**src/dsw_map.vh**
```
`ifndef DSW_MAP_VH
`define DSW_MAP_VH
// Frame geometry
`define DSW_FRAME_BITS 24
`define DSW_CODE_BITS 18
`define DSW_CNT_BITS 5
// Code field position inside the 24-bit shift register (bit 23 arrives first)
`define DSW_CODE_MSB 19
`define DSW_CODE_LSB 2
`define DSW_RSV_HI_POS 21
`define DSW_RSV_LO_POS 20
// Scale codes; zero and midscale serve as power-up codes
`define DSW_ZERO_SCALE 18'h00000
`define DSW_MID_SCALE 18'h20000
`define DSW_FULL_SCALE 18'h3FFFF
// Link timing
`define DSW_MAX_BIT_RATE_MHZ 30
`define DSW_MIN_SEL_HIGH_NS 33
`endif

```
**src/dsw_sync3.v**
```verilog
`timescale 1ns/1ns
// Three-stage synchroniser; output changes once stages two and three agree
module dsw_sync3 (
	input wire clk,
	input wire rst_n,
	input wire in_async,
	input wire rst_val,
	output reg out_q
);
	reg s1_q;
	reg s2_q;
	reg s3_q;

	// Shift chain; only s2 reads s1
	always @(posedge clk) begin
		if (!rst_n) begin
			// Chain starts at the pin's idle level, so no false edge follows reset
			s1_q <= rst_val;
			s2_q <= rst_val;
			s3_q <= rst_val;
			out_q <= rst_val;
		end else begin
			s1_q <= in_async;
			s2_q <= s1_q;
			s3_q <= s2_q;
			if (s2_q == s3_q) begin
				out_q <= s3_q;
			end
		end
	end
endmodule // dsw_sync3

```
**src/dsw_port.v**
```verilog
`timescale 1ns/1ns
`include "dsw_map.vh"
// Behaviour
// - Frame select low enables the input shift register to accept bits.
// - One data bit is captured on each serial clock falling edge.
// - Shift register is 24 bits; a complete frame is 24 captured bits.
// - After the 24th bit with select still low, the code loads.
// - Select rising before the 24th edge aborts; code register unchanged.
// - Bit rates up to 30 MHz (limited here by sampling clock).
// - Code register holds an 18-bit straight-binary value.
// - Code is one contiguous binary value, no segmenting.
// - Frame: two ignored, two reserved, 18 code bits MSB first, two ignored.
// - Power-up code is zero or midscale, kept until a valid frame.
module dsw_port #(
	parameter MIDSCALE_START = 0
) (
	input wire clk,
	input wire rst_n,
	input wire sel_n,
	input wire sclk,
	input wire sdin,
	output reg [`DSW_CODE_BITS-1:0] code_q,
	output reg load_q,
	output reg rsv_err_q,
	output reg busy_q
);
	// Sampling clock period; the port can only follow slow links at this rate
	localparam CLK_NS = 100;
	// Least select-high time in sampling cycles, rounded up, at least one
	localparam SEL_HIGH_CYC_RAW = (`DSW_MIN_SEL_HIGH_NS + CLK_NS - 1) / CLK_NS;
	localparam SEL_HIGH_CYC = (SEL_HIGH_CYC_RAW < 1) ? 1 : SEL_HIGH_CYC_RAW;
	localparam [`DSW_CODE_BITS-1:0] RESET_CODE =
		(MIDSCALE_START != 0) ? `DSW_MID_SCALE : `DSW_ZERO_SCALE;


	// Width of the select-high counter; enough for fifteen sampling cycles
	localparam HOLD_BITS = 4;
	localparam integer HOLD_LAST_INT = SEL_HIGH_CYC - 1;
	localparam [HOLD_BITS-1:0] HOLD_LAST = HOLD_LAST_INT[HOLD_BITS-1:0];

	// Bit count at which the last bit of a frame is taken
	localparam integer LAST_CNT_INT = `DSW_FRAME_BITS - 1;
	localparam [`DSW_CNT_BITS-1:0] LAST_CNT = LAST_CNT_INT[`DSW_CNT_BITS-1:0];

	// Number of pins that cross into the sampling clock
	localparam PIN_COUNT = 3;
	// Idle levels of the pins: data low, serial clock high, select high
	localparam [PIN_COUNT-1:0] PIN_IDLE = 3'h3;

	// Frame states, one-hot
	// Hold: select high, waiting out the least gap between frames
	localparam [3:0] ST_HOLD = 4'h1;
	// Idle: gap met, waiting for select to go low
	localparam [3:0] ST_IDLE = 4'h2;
	// Shift: select low, taking bits on serial clock falls
	localparam [3:0] ST_SHIFT = 4'h4;
	// Done: frame loaded, further falls ignored until select rises
	localparam [3:0] ST_DONE = 4'h8;

	// Filtered pins
	wire [PIN_COUNT-1:0] pin_raw;
	wire [PIN_COUNT-1:0] pin_s;
	wire sel_s;
	wire sclk_s;
	wire din_s;

	// Frame engine state
	reg [3:0] state_q;
	reg [HOLD_BITS-1:0] hold_q;
	reg sclk_prev_q;
	reg [`DSW_FRAME_BITS-1:0] shift_q;
	reg [`DSW_CNT_BITS-1:0] cnt_q;

	// Edge and next shift value
	wire fall;
	wire [`DSW_FRAME_BITS-1:0] shift_d;

	// True when the count names the last bit of a frame
	function is_last;
		input [`DSW_CNT_BITS-1:0] cnt;
		begin
			is_last = (cnt == LAST_CNT);
		end
	endfunction

	// Code field of a whole frame word, taken as one binary value
	function [`DSW_CODE_BITS-1:0] code_of;
		input [`DSW_FRAME_BITS-1:0] word;
		begin
			code_of = word[`DSW_CODE_MSB:`DSW_CODE_LSB];
		end
	endfunction

	// Reserved bits of a whole frame word should be zero
	function rsv_of;
		input [`DSW_FRAME_BITS-1:0] word;
		begin
			rsv_of = word[`DSW_RSV_HI_POS] | word[`DSW_RSV_LO_POS];
		end
	endfunction

	// Pins gathered so that one loop builds their synchronisers
	assign pin_raw = {sdin, sclk, sel_n};

	// Four flip-flops per pin, three stages and the output; a change counts once stages two and three agree
	genvar g;
	generate
		for (g = 0; g < PIN_COUNT; g = g + 1) begin : g_sync
			dsw_sync3 u_sync (
				.clk(clk),
				.rst_n(rst_n),
				.in_async(pin_raw[g]),
				.rst_val(PIN_IDLE[g]),
				.out_q(pin_s[g])
			);
		end
	endgenerate

	// Filtered pins by name
	assign sel_s = pin_s[0];
	assign sclk_s = pin_s[1];
	assign din_s = pin_s[2];

	// Falling edge of the filtered serial clock while select is low
	assign fall = sclk_prev_q & ~sclk_s & ~sel_s;

	// Next shift value: oldest bit moves up, newest enters at bit zero
	assign shift_d = {shift_q[`DSW_FRAME_BITS-2:0], din_s};

	// Frame engine: hold, arm, shift, load or abort
	// Data and clock share one sync delay, so the bit beside a fall is the right one.
	// A select rise that lands in the same sampling cycle as the 24th fall
	// can still abort the frame; the limit is the sampling rate.
	always @(posedge clk) begin
		if (!rst_n) begin
			state_q <= ST_HOLD;
			hold_q <= {HOLD_BITS{1'b0}};
			sclk_prev_q <= 1'b1;
			shift_q <= 24'h000000;
			cnt_q <= 5'h00;
			code_q <= RESET_CODE;
			load_q <= 1'b0;
			rsv_err_q <= 1'b0;
			busy_q <= 1'b0;
		end else begin
			sclk_prev_q <= sclk_s;
			// Load is a single-cycle pulse
			load_q <= 1'b0;
			case (state_q)
				ST_HOLD: begin
					// Counter and shift register stay clear between frames
					cnt_q <= 5'h00;
					shift_q <= 24'h000000;
					busy_q <= 1'b0;
					if (!sel_s) begin
						// Select fell too soon; wait for a proper gap
						hold_q <= {HOLD_BITS{1'b0}};
					end else if (hold_q == HOLD_LAST) begin
						state_q <= ST_IDLE;
					end else begin
						hold_q <= hold_q + 4'h1;
					end
				end
				ST_IDLE: begin
					cnt_q <= 5'h00;
					shift_q <= 24'h000000;
					if (!sel_s) begin
						// Select low opens the shift register
						state_q <= ST_SHIFT;
						if (fall) begin
							// A fall seen together with select counts as bit one
							shift_q <= shift_d;
							cnt_q <= 5'h01;
							busy_q <= 1'b1;
						end
					end
				end
				ST_SHIFT: begin
					if (sel_s) begin
						// Early rise: partial frame dropped, code untouched
						shift_q <= 24'h000000;
						cnt_q <= 5'h00;
						busy_q <= 1'b0;
						hold_q <= {HOLD_BITS{1'b0}};
						state_q <= ST_HOLD;
					end else if (fall) begin
						shift_q <= shift_d;
						busy_q <= 1'b1;
						if (is_last(cnt_q)) begin
							// 24th bit: straight-binary code loads whole
							code_q <= code_of(shift_d);
							rsv_err_q <= rsv_of(shift_d);
							load_q <= 1'b1;
							busy_q <= 1'b0;
							cnt_q <= 5'h00;
							state_q <= ST_DONE;
						end else begin
							cnt_q <= cnt_q + 5'h01;
						end
					end
				end
				ST_DONE: begin
					// Extra falls in the same low period cause no update
					busy_q <= 1'b0;
					if (sel_s) begin
						shift_q <= 24'h000000;
						cnt_q <= 5'h00;
						hold_q <= {HOLD_BITS{1'b0}};
						state_q <= ST_HOLD;
					end
				end
				default: begin
					// Lost state: drop any frame and start over
					shift_q <= 24'h000000;
					cnt_q <= 5'h00;
					busy_q <= 1'b0;
					hold_q <= {HOLD_BITS{1'b0}};
					state_q <= ST_HOLD;
				end
			endcase
		end
	end
endmodule // dsw_port

```
**config.mk**
```make
export PLATFORM = sky130hd
export DESIGN_NAME = dsw_port
export DESIGN_NICKNAME = d
export VERILOG_FILES = /design/src/dsw_sync3.v /design/src/dsw_port.v
export VERILOG_INCLUDE_DIRS = /design/src
export SDC_FILE = /design/constraint.sdc
export NUM_CORES = 1
export LEC_CHECK = 0
export BUFFER_PORTS_ARGS = -buffer_cell sky130_fd_sc_hd__buf_2
export CELL_PAD_IN_SITES_DETAIL_PLACEMENT = 0
export CELL_PAD_IN_SITES_GLOBAL_PLACEMENT = 1
export CORE_UTILIZATION = 47
export DETAILED_ROUTE_END_ITERATION = 10
export PLACE_DENSITY = 0.8
export SETUP_SLACK_MARGIN = 0.2
export SLEW_MARGIN = 20
export SYNTH_ARGS = -nofsm -noshare
export SYNTH_HDL_FRONTEND = slang
export SYNTH_SLANG_ARGS = --single-unit
```
**constraint.sdc**
```tcl
create_clock -name clk -period 3.4 [get_ports clk]
set_input_delay 0.68 -clock clk [delete_from_list [all_inputs] [get_ports clk]]
set_output_delay 0.68 -clock clk [all_outputs]
set_load 0.005 [all_outputs]
```
# Yosys cells after proc, flatten, opt, wreduce, memory -nomap -nowiden
# Cells that the tools add are included.
[op_classes]
addsub = 2
eq_ne = 17
n_mux = 32
bitwise = 9
reduce_logical = 8
[op_table]
columns = ["cell", "n"]
rows = [
  ["21-bit two-way mux", 5],
  ["21-bit case mux with 3 select lines", 1],
  ["4-bit two-way mux", 10],
  ["5-bit two-way mux", 4],
  ["4-bit case mux with 4 select lines", 1],
  ["5-bit case mux with 3 select lines", 1],
  ["4-bit case mux with 3 select lines", 1],
  ["1-bit two-way mux", 8],
  ["2-bit by 1-bit inequality test with 1-bit output, second input constant", 3],
  ["2-bit inequality test, second input constant", 3],
  ["3-bit by 2-bit inequality test with 1-bit output, second input constant", 2],
  ["1-bit NOT", 6],
  ["3-bit AND reduction", 2],
  ["6-bit AND reduction", 1],
  ["5-bit by 1-bit adder with 5-bit output, second input constant", 1],
  ["5-bit == test, second input constant", 1],
  ["4-bit by 1-bit adder with 4-bit output, second input constant", 1],
  ["4-bit by 1-bit == test with 1-bit output, second input constant", 1],
  ["4-bit by 2-bit == test with 1-bit output, second input constant", 1],
  ["4-bit by 3-bit == test with 1-bit output, second input constant", 1],
  ["4-bit == test, second input constant", 1],
  ["4-bit logical NOT", 1],
  ["4-bit AND reduction", 1],
  ["4-bit OR reduction", 1],
  ["other kinds (7)", 10],
]
[totals]
ff_bits = 68
out_inout_bits = 21

# Longest topological paths before layout
[depth]
word_depth = 6
ltp_mapped = 7
mapped_depth_nobuf = 6

# Modules after synthesis
# A second synthesis with hierarchy kept.
[unflattened]
hier_cells = 312
area_unflattened_um2 = 2758.9
[by_module_without_submodules]
columns = ["mod", "instances", "cells_per_inst", "area_per_inst_um2", "seq_area_each_um2"]
rows = [
  ["dsw_port", 1, 267, 2319.7, 1121.1],
  ["dsw_sync3", 3, 15, 146.4, 90.1],
]

# Least setup slack after synthesis
# Ideal clock, no wire load.
[synth_path]
kind = "register -> register"
startpoint = "register hold_q[0]"
endpoint = "register hold_q[0]"
setup_ps = 70
t_arrival_ps = 1546
slack_ps = 1784
stages_incl_launch_ff = 7
path_buffers = 0
period_less_slack_ps = 1616
path_cell_list = "dfxtp_1 > inv_1 > ha_1 > nor4bb_4 > a32o_1 > or4_1 > a21oi_1"
[synth_via]
elab_chain_cells = 4
elab_cells_between_ends = 7
cone_classes = "add/sub (1); eq/ne (1); mux (3); reduce/logical (2)"
[synth_lines]
columns = ["item", "line_no", "source"]
rows = [
  ["start, declared", "dsw_port.v:69", "reg [HOLD_BITS-1:0] hold_q;"],
  ["start signal, assigned", "dsw_port.v:137", "hold_q <= {HOLD_BITS{1'b0}};"],
  ["start signal, assigned", "dsw_port.v:157", "hold_q <= {HOLD_BITS{1'b0}};"],
  ["start signal, assigned", "dsw_port.v:161", "hold_q <= hold_q + 4'h1;"],
  ["4-bit by 1-bit adder with 4-bit output", "dsw_port.v:161", ""],
  ["4-bit two-way mux", "dsw_port.v:158", "end else if (hold_q == HOLD_LAST) begin"],
  ["4-bit two-way mux", "dsw_port.v:155", "if (!sel_s) begin"],
  ["4-bit case mux with 3 select lines", "dsw_port.v:149", "case (state_q)"],
]
# Several ways; a longest one is shown, not always the timed one. The select of a mux whose other input is x is not followed.
# A chain may end at the register's enable or synchronous reset.

# Worst setup path after layout
[layout_path]
startpoint = "register cnt_q[0]"
endpoint = "register code_q[16]"
[layout_via]
elab_chain_cells = 2
[layout_lines]
columns = ["item", "line_no", "source"]
rows = [
  ["start, declared", "dsw_port.v:72", "reg [`DSW_CNT_BITS-1:0] cnt_q;"],
  ["start signal, assigned", "dsw_port.v:198", "cnt_q <= cnt_q + 5'h01;"],
  ["5-bit == test", "dsw_port.v:82", "is_last = (cnt == LAST_CNT);"],
  ["4-bit AND reduction (no source line)", "-", ""],
  ["end signal, assigned", "dsw_port.v:191", "code_q <= code_of(shift_d);"],
  ["end, declared", "dsw_port.v:22", "output reg [`DSW_CODE_BITS-1:0] code_q,"],
]
# Every way passes these cells.

==> summary.md <==
| Metric | Value |
|---|---|
| Total CTS buffers | 9 |
| Detailed Route Iter0 Violations | 120 |
| Share of Yosys cell area claimed by the top area cell type | 0.5021 |
| DRC | 0 |
| Top area cells in the synthesized netlist | dfxtp_1 (50%), nand2_1 (9.3%), a21oi_1 (8.9%), o21ai_0 (5.2%), nand2b_1 (1.8%) |
| Pins over their slew limit | 0 |
| Synthesized net count | 325 |
| Register area share after synthesis | 0.5021 |
| Clock Skew | 7.167 ps |
| Slowest-stage cell, CP | and4_1 |
| # setup viols final | 0 |
| Die Span Y | 77.95 um |
| Drt pass-1 iters | 4 |
| Worst-path cell chain | ha_1, and4b_1, and4_1, nand2_1, a21oi_1 |
| Setup TNS Final | 0 ps |
| Crit share post-route | 0.6001 |
| Pin count of the biggest net entering global routing | 29 |
| I/O Pins | 26 |
| Mapped Area | 2711 um2 |
| Vias post-DR | 2169 |
| Hold depth | 1 |
| Asr flop ratio synth | 0 |
| Critical R2R Launch | cnt_q[0]$_SDFFE_PN0P_ |
| Post-DP Area | 2825 um2 |
| Row cnt | 27 |
| CP Buf/Inv Count | 0 |
| Post-Syn Instances | 317 |
| Antenna Cells | 0 |
| Status | finished, final reports clean |
| WL final | 5205 um |
| Mapped Avg Cell Area | 8.553 um2 |
| Port bufs | 25 |
| Period minus WS final | 2040 ps |
| Layout Area Growth over Synthesis | 12.14% |
| Seq. cell area | 1361 um2 |
| Slew @ Worst Pin | 852.1 ps |
| GR Overflow Total | 0 |
| Maximum clock rate | 0.4901 GHz |
| Core Box Area | 5540 um2 |
| Yosys reg bits | 68 |
| Crit path launch type | register |
| Tot GR Track Use | 0.1810 |
| Nets | 340 |
| Initial antenna violation count | 0 |
| Via/cell ratio | 5.316 |
| CTS HTree Levels | 3 |
| Clock Pin Slew Worst Setup and Hold Paths | 70 ps |
| Resized Gates After CTS | 0 |
| Kind of critical path | reg2reg |
| Area occupied by multi-input gates | 1211 um2 |
| Clk root buf | clkbuf_8 |
| Reg2Reg Depth | 5 |
| Slack of the critical path | 1360 ps |
| VDD IR max | 399.8 uV |
| Final Power | 1.778 mW |
| Final instance area | 3040 um2 |
| Global placement routability congestion | 0.8191 |
| Worst hold path startpoint | g_sync[1].u_sync.s1_q$_SDFF_PN1_ |
| Clock Latency Late Sink | 340 ps |
| Core Util, Final | 0.5488 |
| Routed Antenna Nets | 0 |
| Max-cap viol count | 0 |
| Critical Path RT | 3680 ps |
| CTS Hold Bufs | 0 |
| Num Clock Sinks | 68 |
| FILL cells | 530 |
| Worst Path Arrival | 2320 ps |
| Setup crit end kind | register |
| Number of enable flip-flop cells after synthesis | 0 |
| Die ar. | 6076 um2 |
| CP max FO | 20 |
| Avg WL per Cell | 12.76 um |
| Top_reg_cell synth | dfxtp_1 |
| First-pass GRT wire length | 8673 um |
| Vias in the first global route | 1902 |
| Worst relative slew slack | 0.4319 |
| Post-CTS Setup Repair Bufs | 0 |
| Non-Filler Instances | 408 |
| Syn. warnings | 0 |
| Final Hold Viols | 0 |
| HPWL Detailed | 3191 um |
| Die Wd | 77.95 um |
| Starting Density | 0.4894 |
| P_leak | 1.104 nW |
| R2r endpoint | code_q[16]$_SDFFE_PN0P_ |
| Max stage delay on crit path | 730 ps |
| Placement Setup Slack | 1323 ps |
| Tightest Hold Check Type | reg2reg |
| Dpl cells | 393 |
| Library cells used by synthesis | 47 |
| Critical path's top delay family | simple AND/OR/NAND/NOR gates |
| Register-to-register setup slack | 1360 ps |
| Clock tree from TritonCTS | done |
| Hold slack final | 410.0 ps |
| Synth area leader | dfxtp_1 |
| Clk buf depth | 2 |
| Hold EP | g_sync[1].u_sync.s2_q$_SDFF_PN1_ |
| Power per Cell Area | 584.8 nW/um2 |
| RSZ-0062 raised after global routing | no |
| Ratio of cells with drive above 1 in the final layout | 0.1488 |
[kinds of logic after synthesis]
family                     Yosys count  synth area share
buffers and inverters               28           0.05122
and+or+nand+nor                    123            0.2354
adders and majority gates            3           0.01385
AOI/OAI and AO/OA                   94            0.1943
xor gates and xnor gates             1          0.003231
DFF                                 68            0.5021
[Yosys cell counts (2+ instances only)]
cell type / n
nand3_1: 6
nand2b_1: 8
nor2_1: 13
o21ai_0: 28
nand2_1: 67
inv_1: 3
a21oi_1: 48
and3_1: 2
a21o_1: 2
clkbuf_2: 2
or4_1: 2
nor3_1: 5
buf_6: 2
buf_4: 2
o22ai_1: 2
dfxtp_1: 68
a211oi_1: 4
buf_2: 7
and2_1: 4
a32o_1: 3
clkbuf_1: 11
ha_1: 3
[where the power goes]
part           internal, mW  total [mW]  switching [mW]
combinational        0.0950       0.205           0.110
sequential            0.818       0.851          0.0334
clock                 0.429       0.722           0.293
total                  1.34        1.78           0.436
[worst max path at each step]
stage	slack [ps]	depth (start not counted)	start	end
2_1_floorplan	1780	6	hold_q[0]$_SDFFE_PN0P_	hold_q[0]$_SDFFE_PN0P_
3_3_place_gp	1360	5	cnt_q[0]$_SDFFE_PN0P_	code_q[16]$_SDFFE_PN0P_
3_5_place_dp	1320	4	rst_n	cnt_q[3]$_SDFFE_PN0P_
4_1_cts	1340	5	cnt_q[0]$_SDFFE_PN0P_	code_q[16]$_SDFFE_PN0P_
5_1_grt	1150	4	state_q[3]$_SDFFE_PN0P_	shift_q[3]$_SDFFE_PN0P_
6_report	1360	5	cnt_q[0]$_SDFFE_PN0P_	code_q[16]$_SDFFE_PN0P_
[routing by layer]
metal	vias up	global-route usage	routed length, um
met5	-	0	0
met4	0	0.07222	53
met3	5	0.05647	216
met2	43	0.2912	2427
met1	1001	0.2251	2507
li1	1120	-	-
[area by class of cell]
class                           instances  share of cell area
Tap cell                               72             0.02963
Clock buffer                           11             0.04650
Clock inverter                          4             0.02428
Sequential cell                        68              0.4477
Inverter                                4            0.004938
Timing Repair Buffer                   28             0.04856
Multi-Input combinational cell        221              0.3984
[flip-flops by register name (all words and copies together) (netlist names)]
register / cells
g_sync.u_sync.s2_q: 3
sclk_prev_q: 1
g_sync.u_sync.out_q: 3
shift_q: 21
busy_q: 1
rsv_err_q: 1
g_sync.u_sync.s1_q: 3
g_sync.u_sync.s3_q: 3
cnt_q: 5
state_q: 4
load_q: 1
hold_q: 4
code_q: 18
[layout by cell type, fill, tap and decap left out, types with 2 or more instances in the layout]
master / synthesis / final
nand2b_1: 8 / 8
nand3_1: 6 / 6
buf_4: 2 / 3
nand2_1: 67 / 67
or4_1: 2 / 2
buf_2: 7 / 25
clkbuf_8: 0 / 10
and2_1: 4 / 4
ha_1: 3 / 3
a32o_1: 3 / 3
o22ai_1: 2 / 2
nor3_1: 5 / 5
a21oi_1: 48 / 48
dfxtp_1: 68 / 68
a211oi_1: 4 / 4
a21o_1: 2 / 2
o21ai_0: 28 / 28
bufinv_16: 0 / 2
inv_1: 3 / 3
and3_1: 2 / 2
nor2_1: 13 / 13
(Power assumes the default switching activity.)
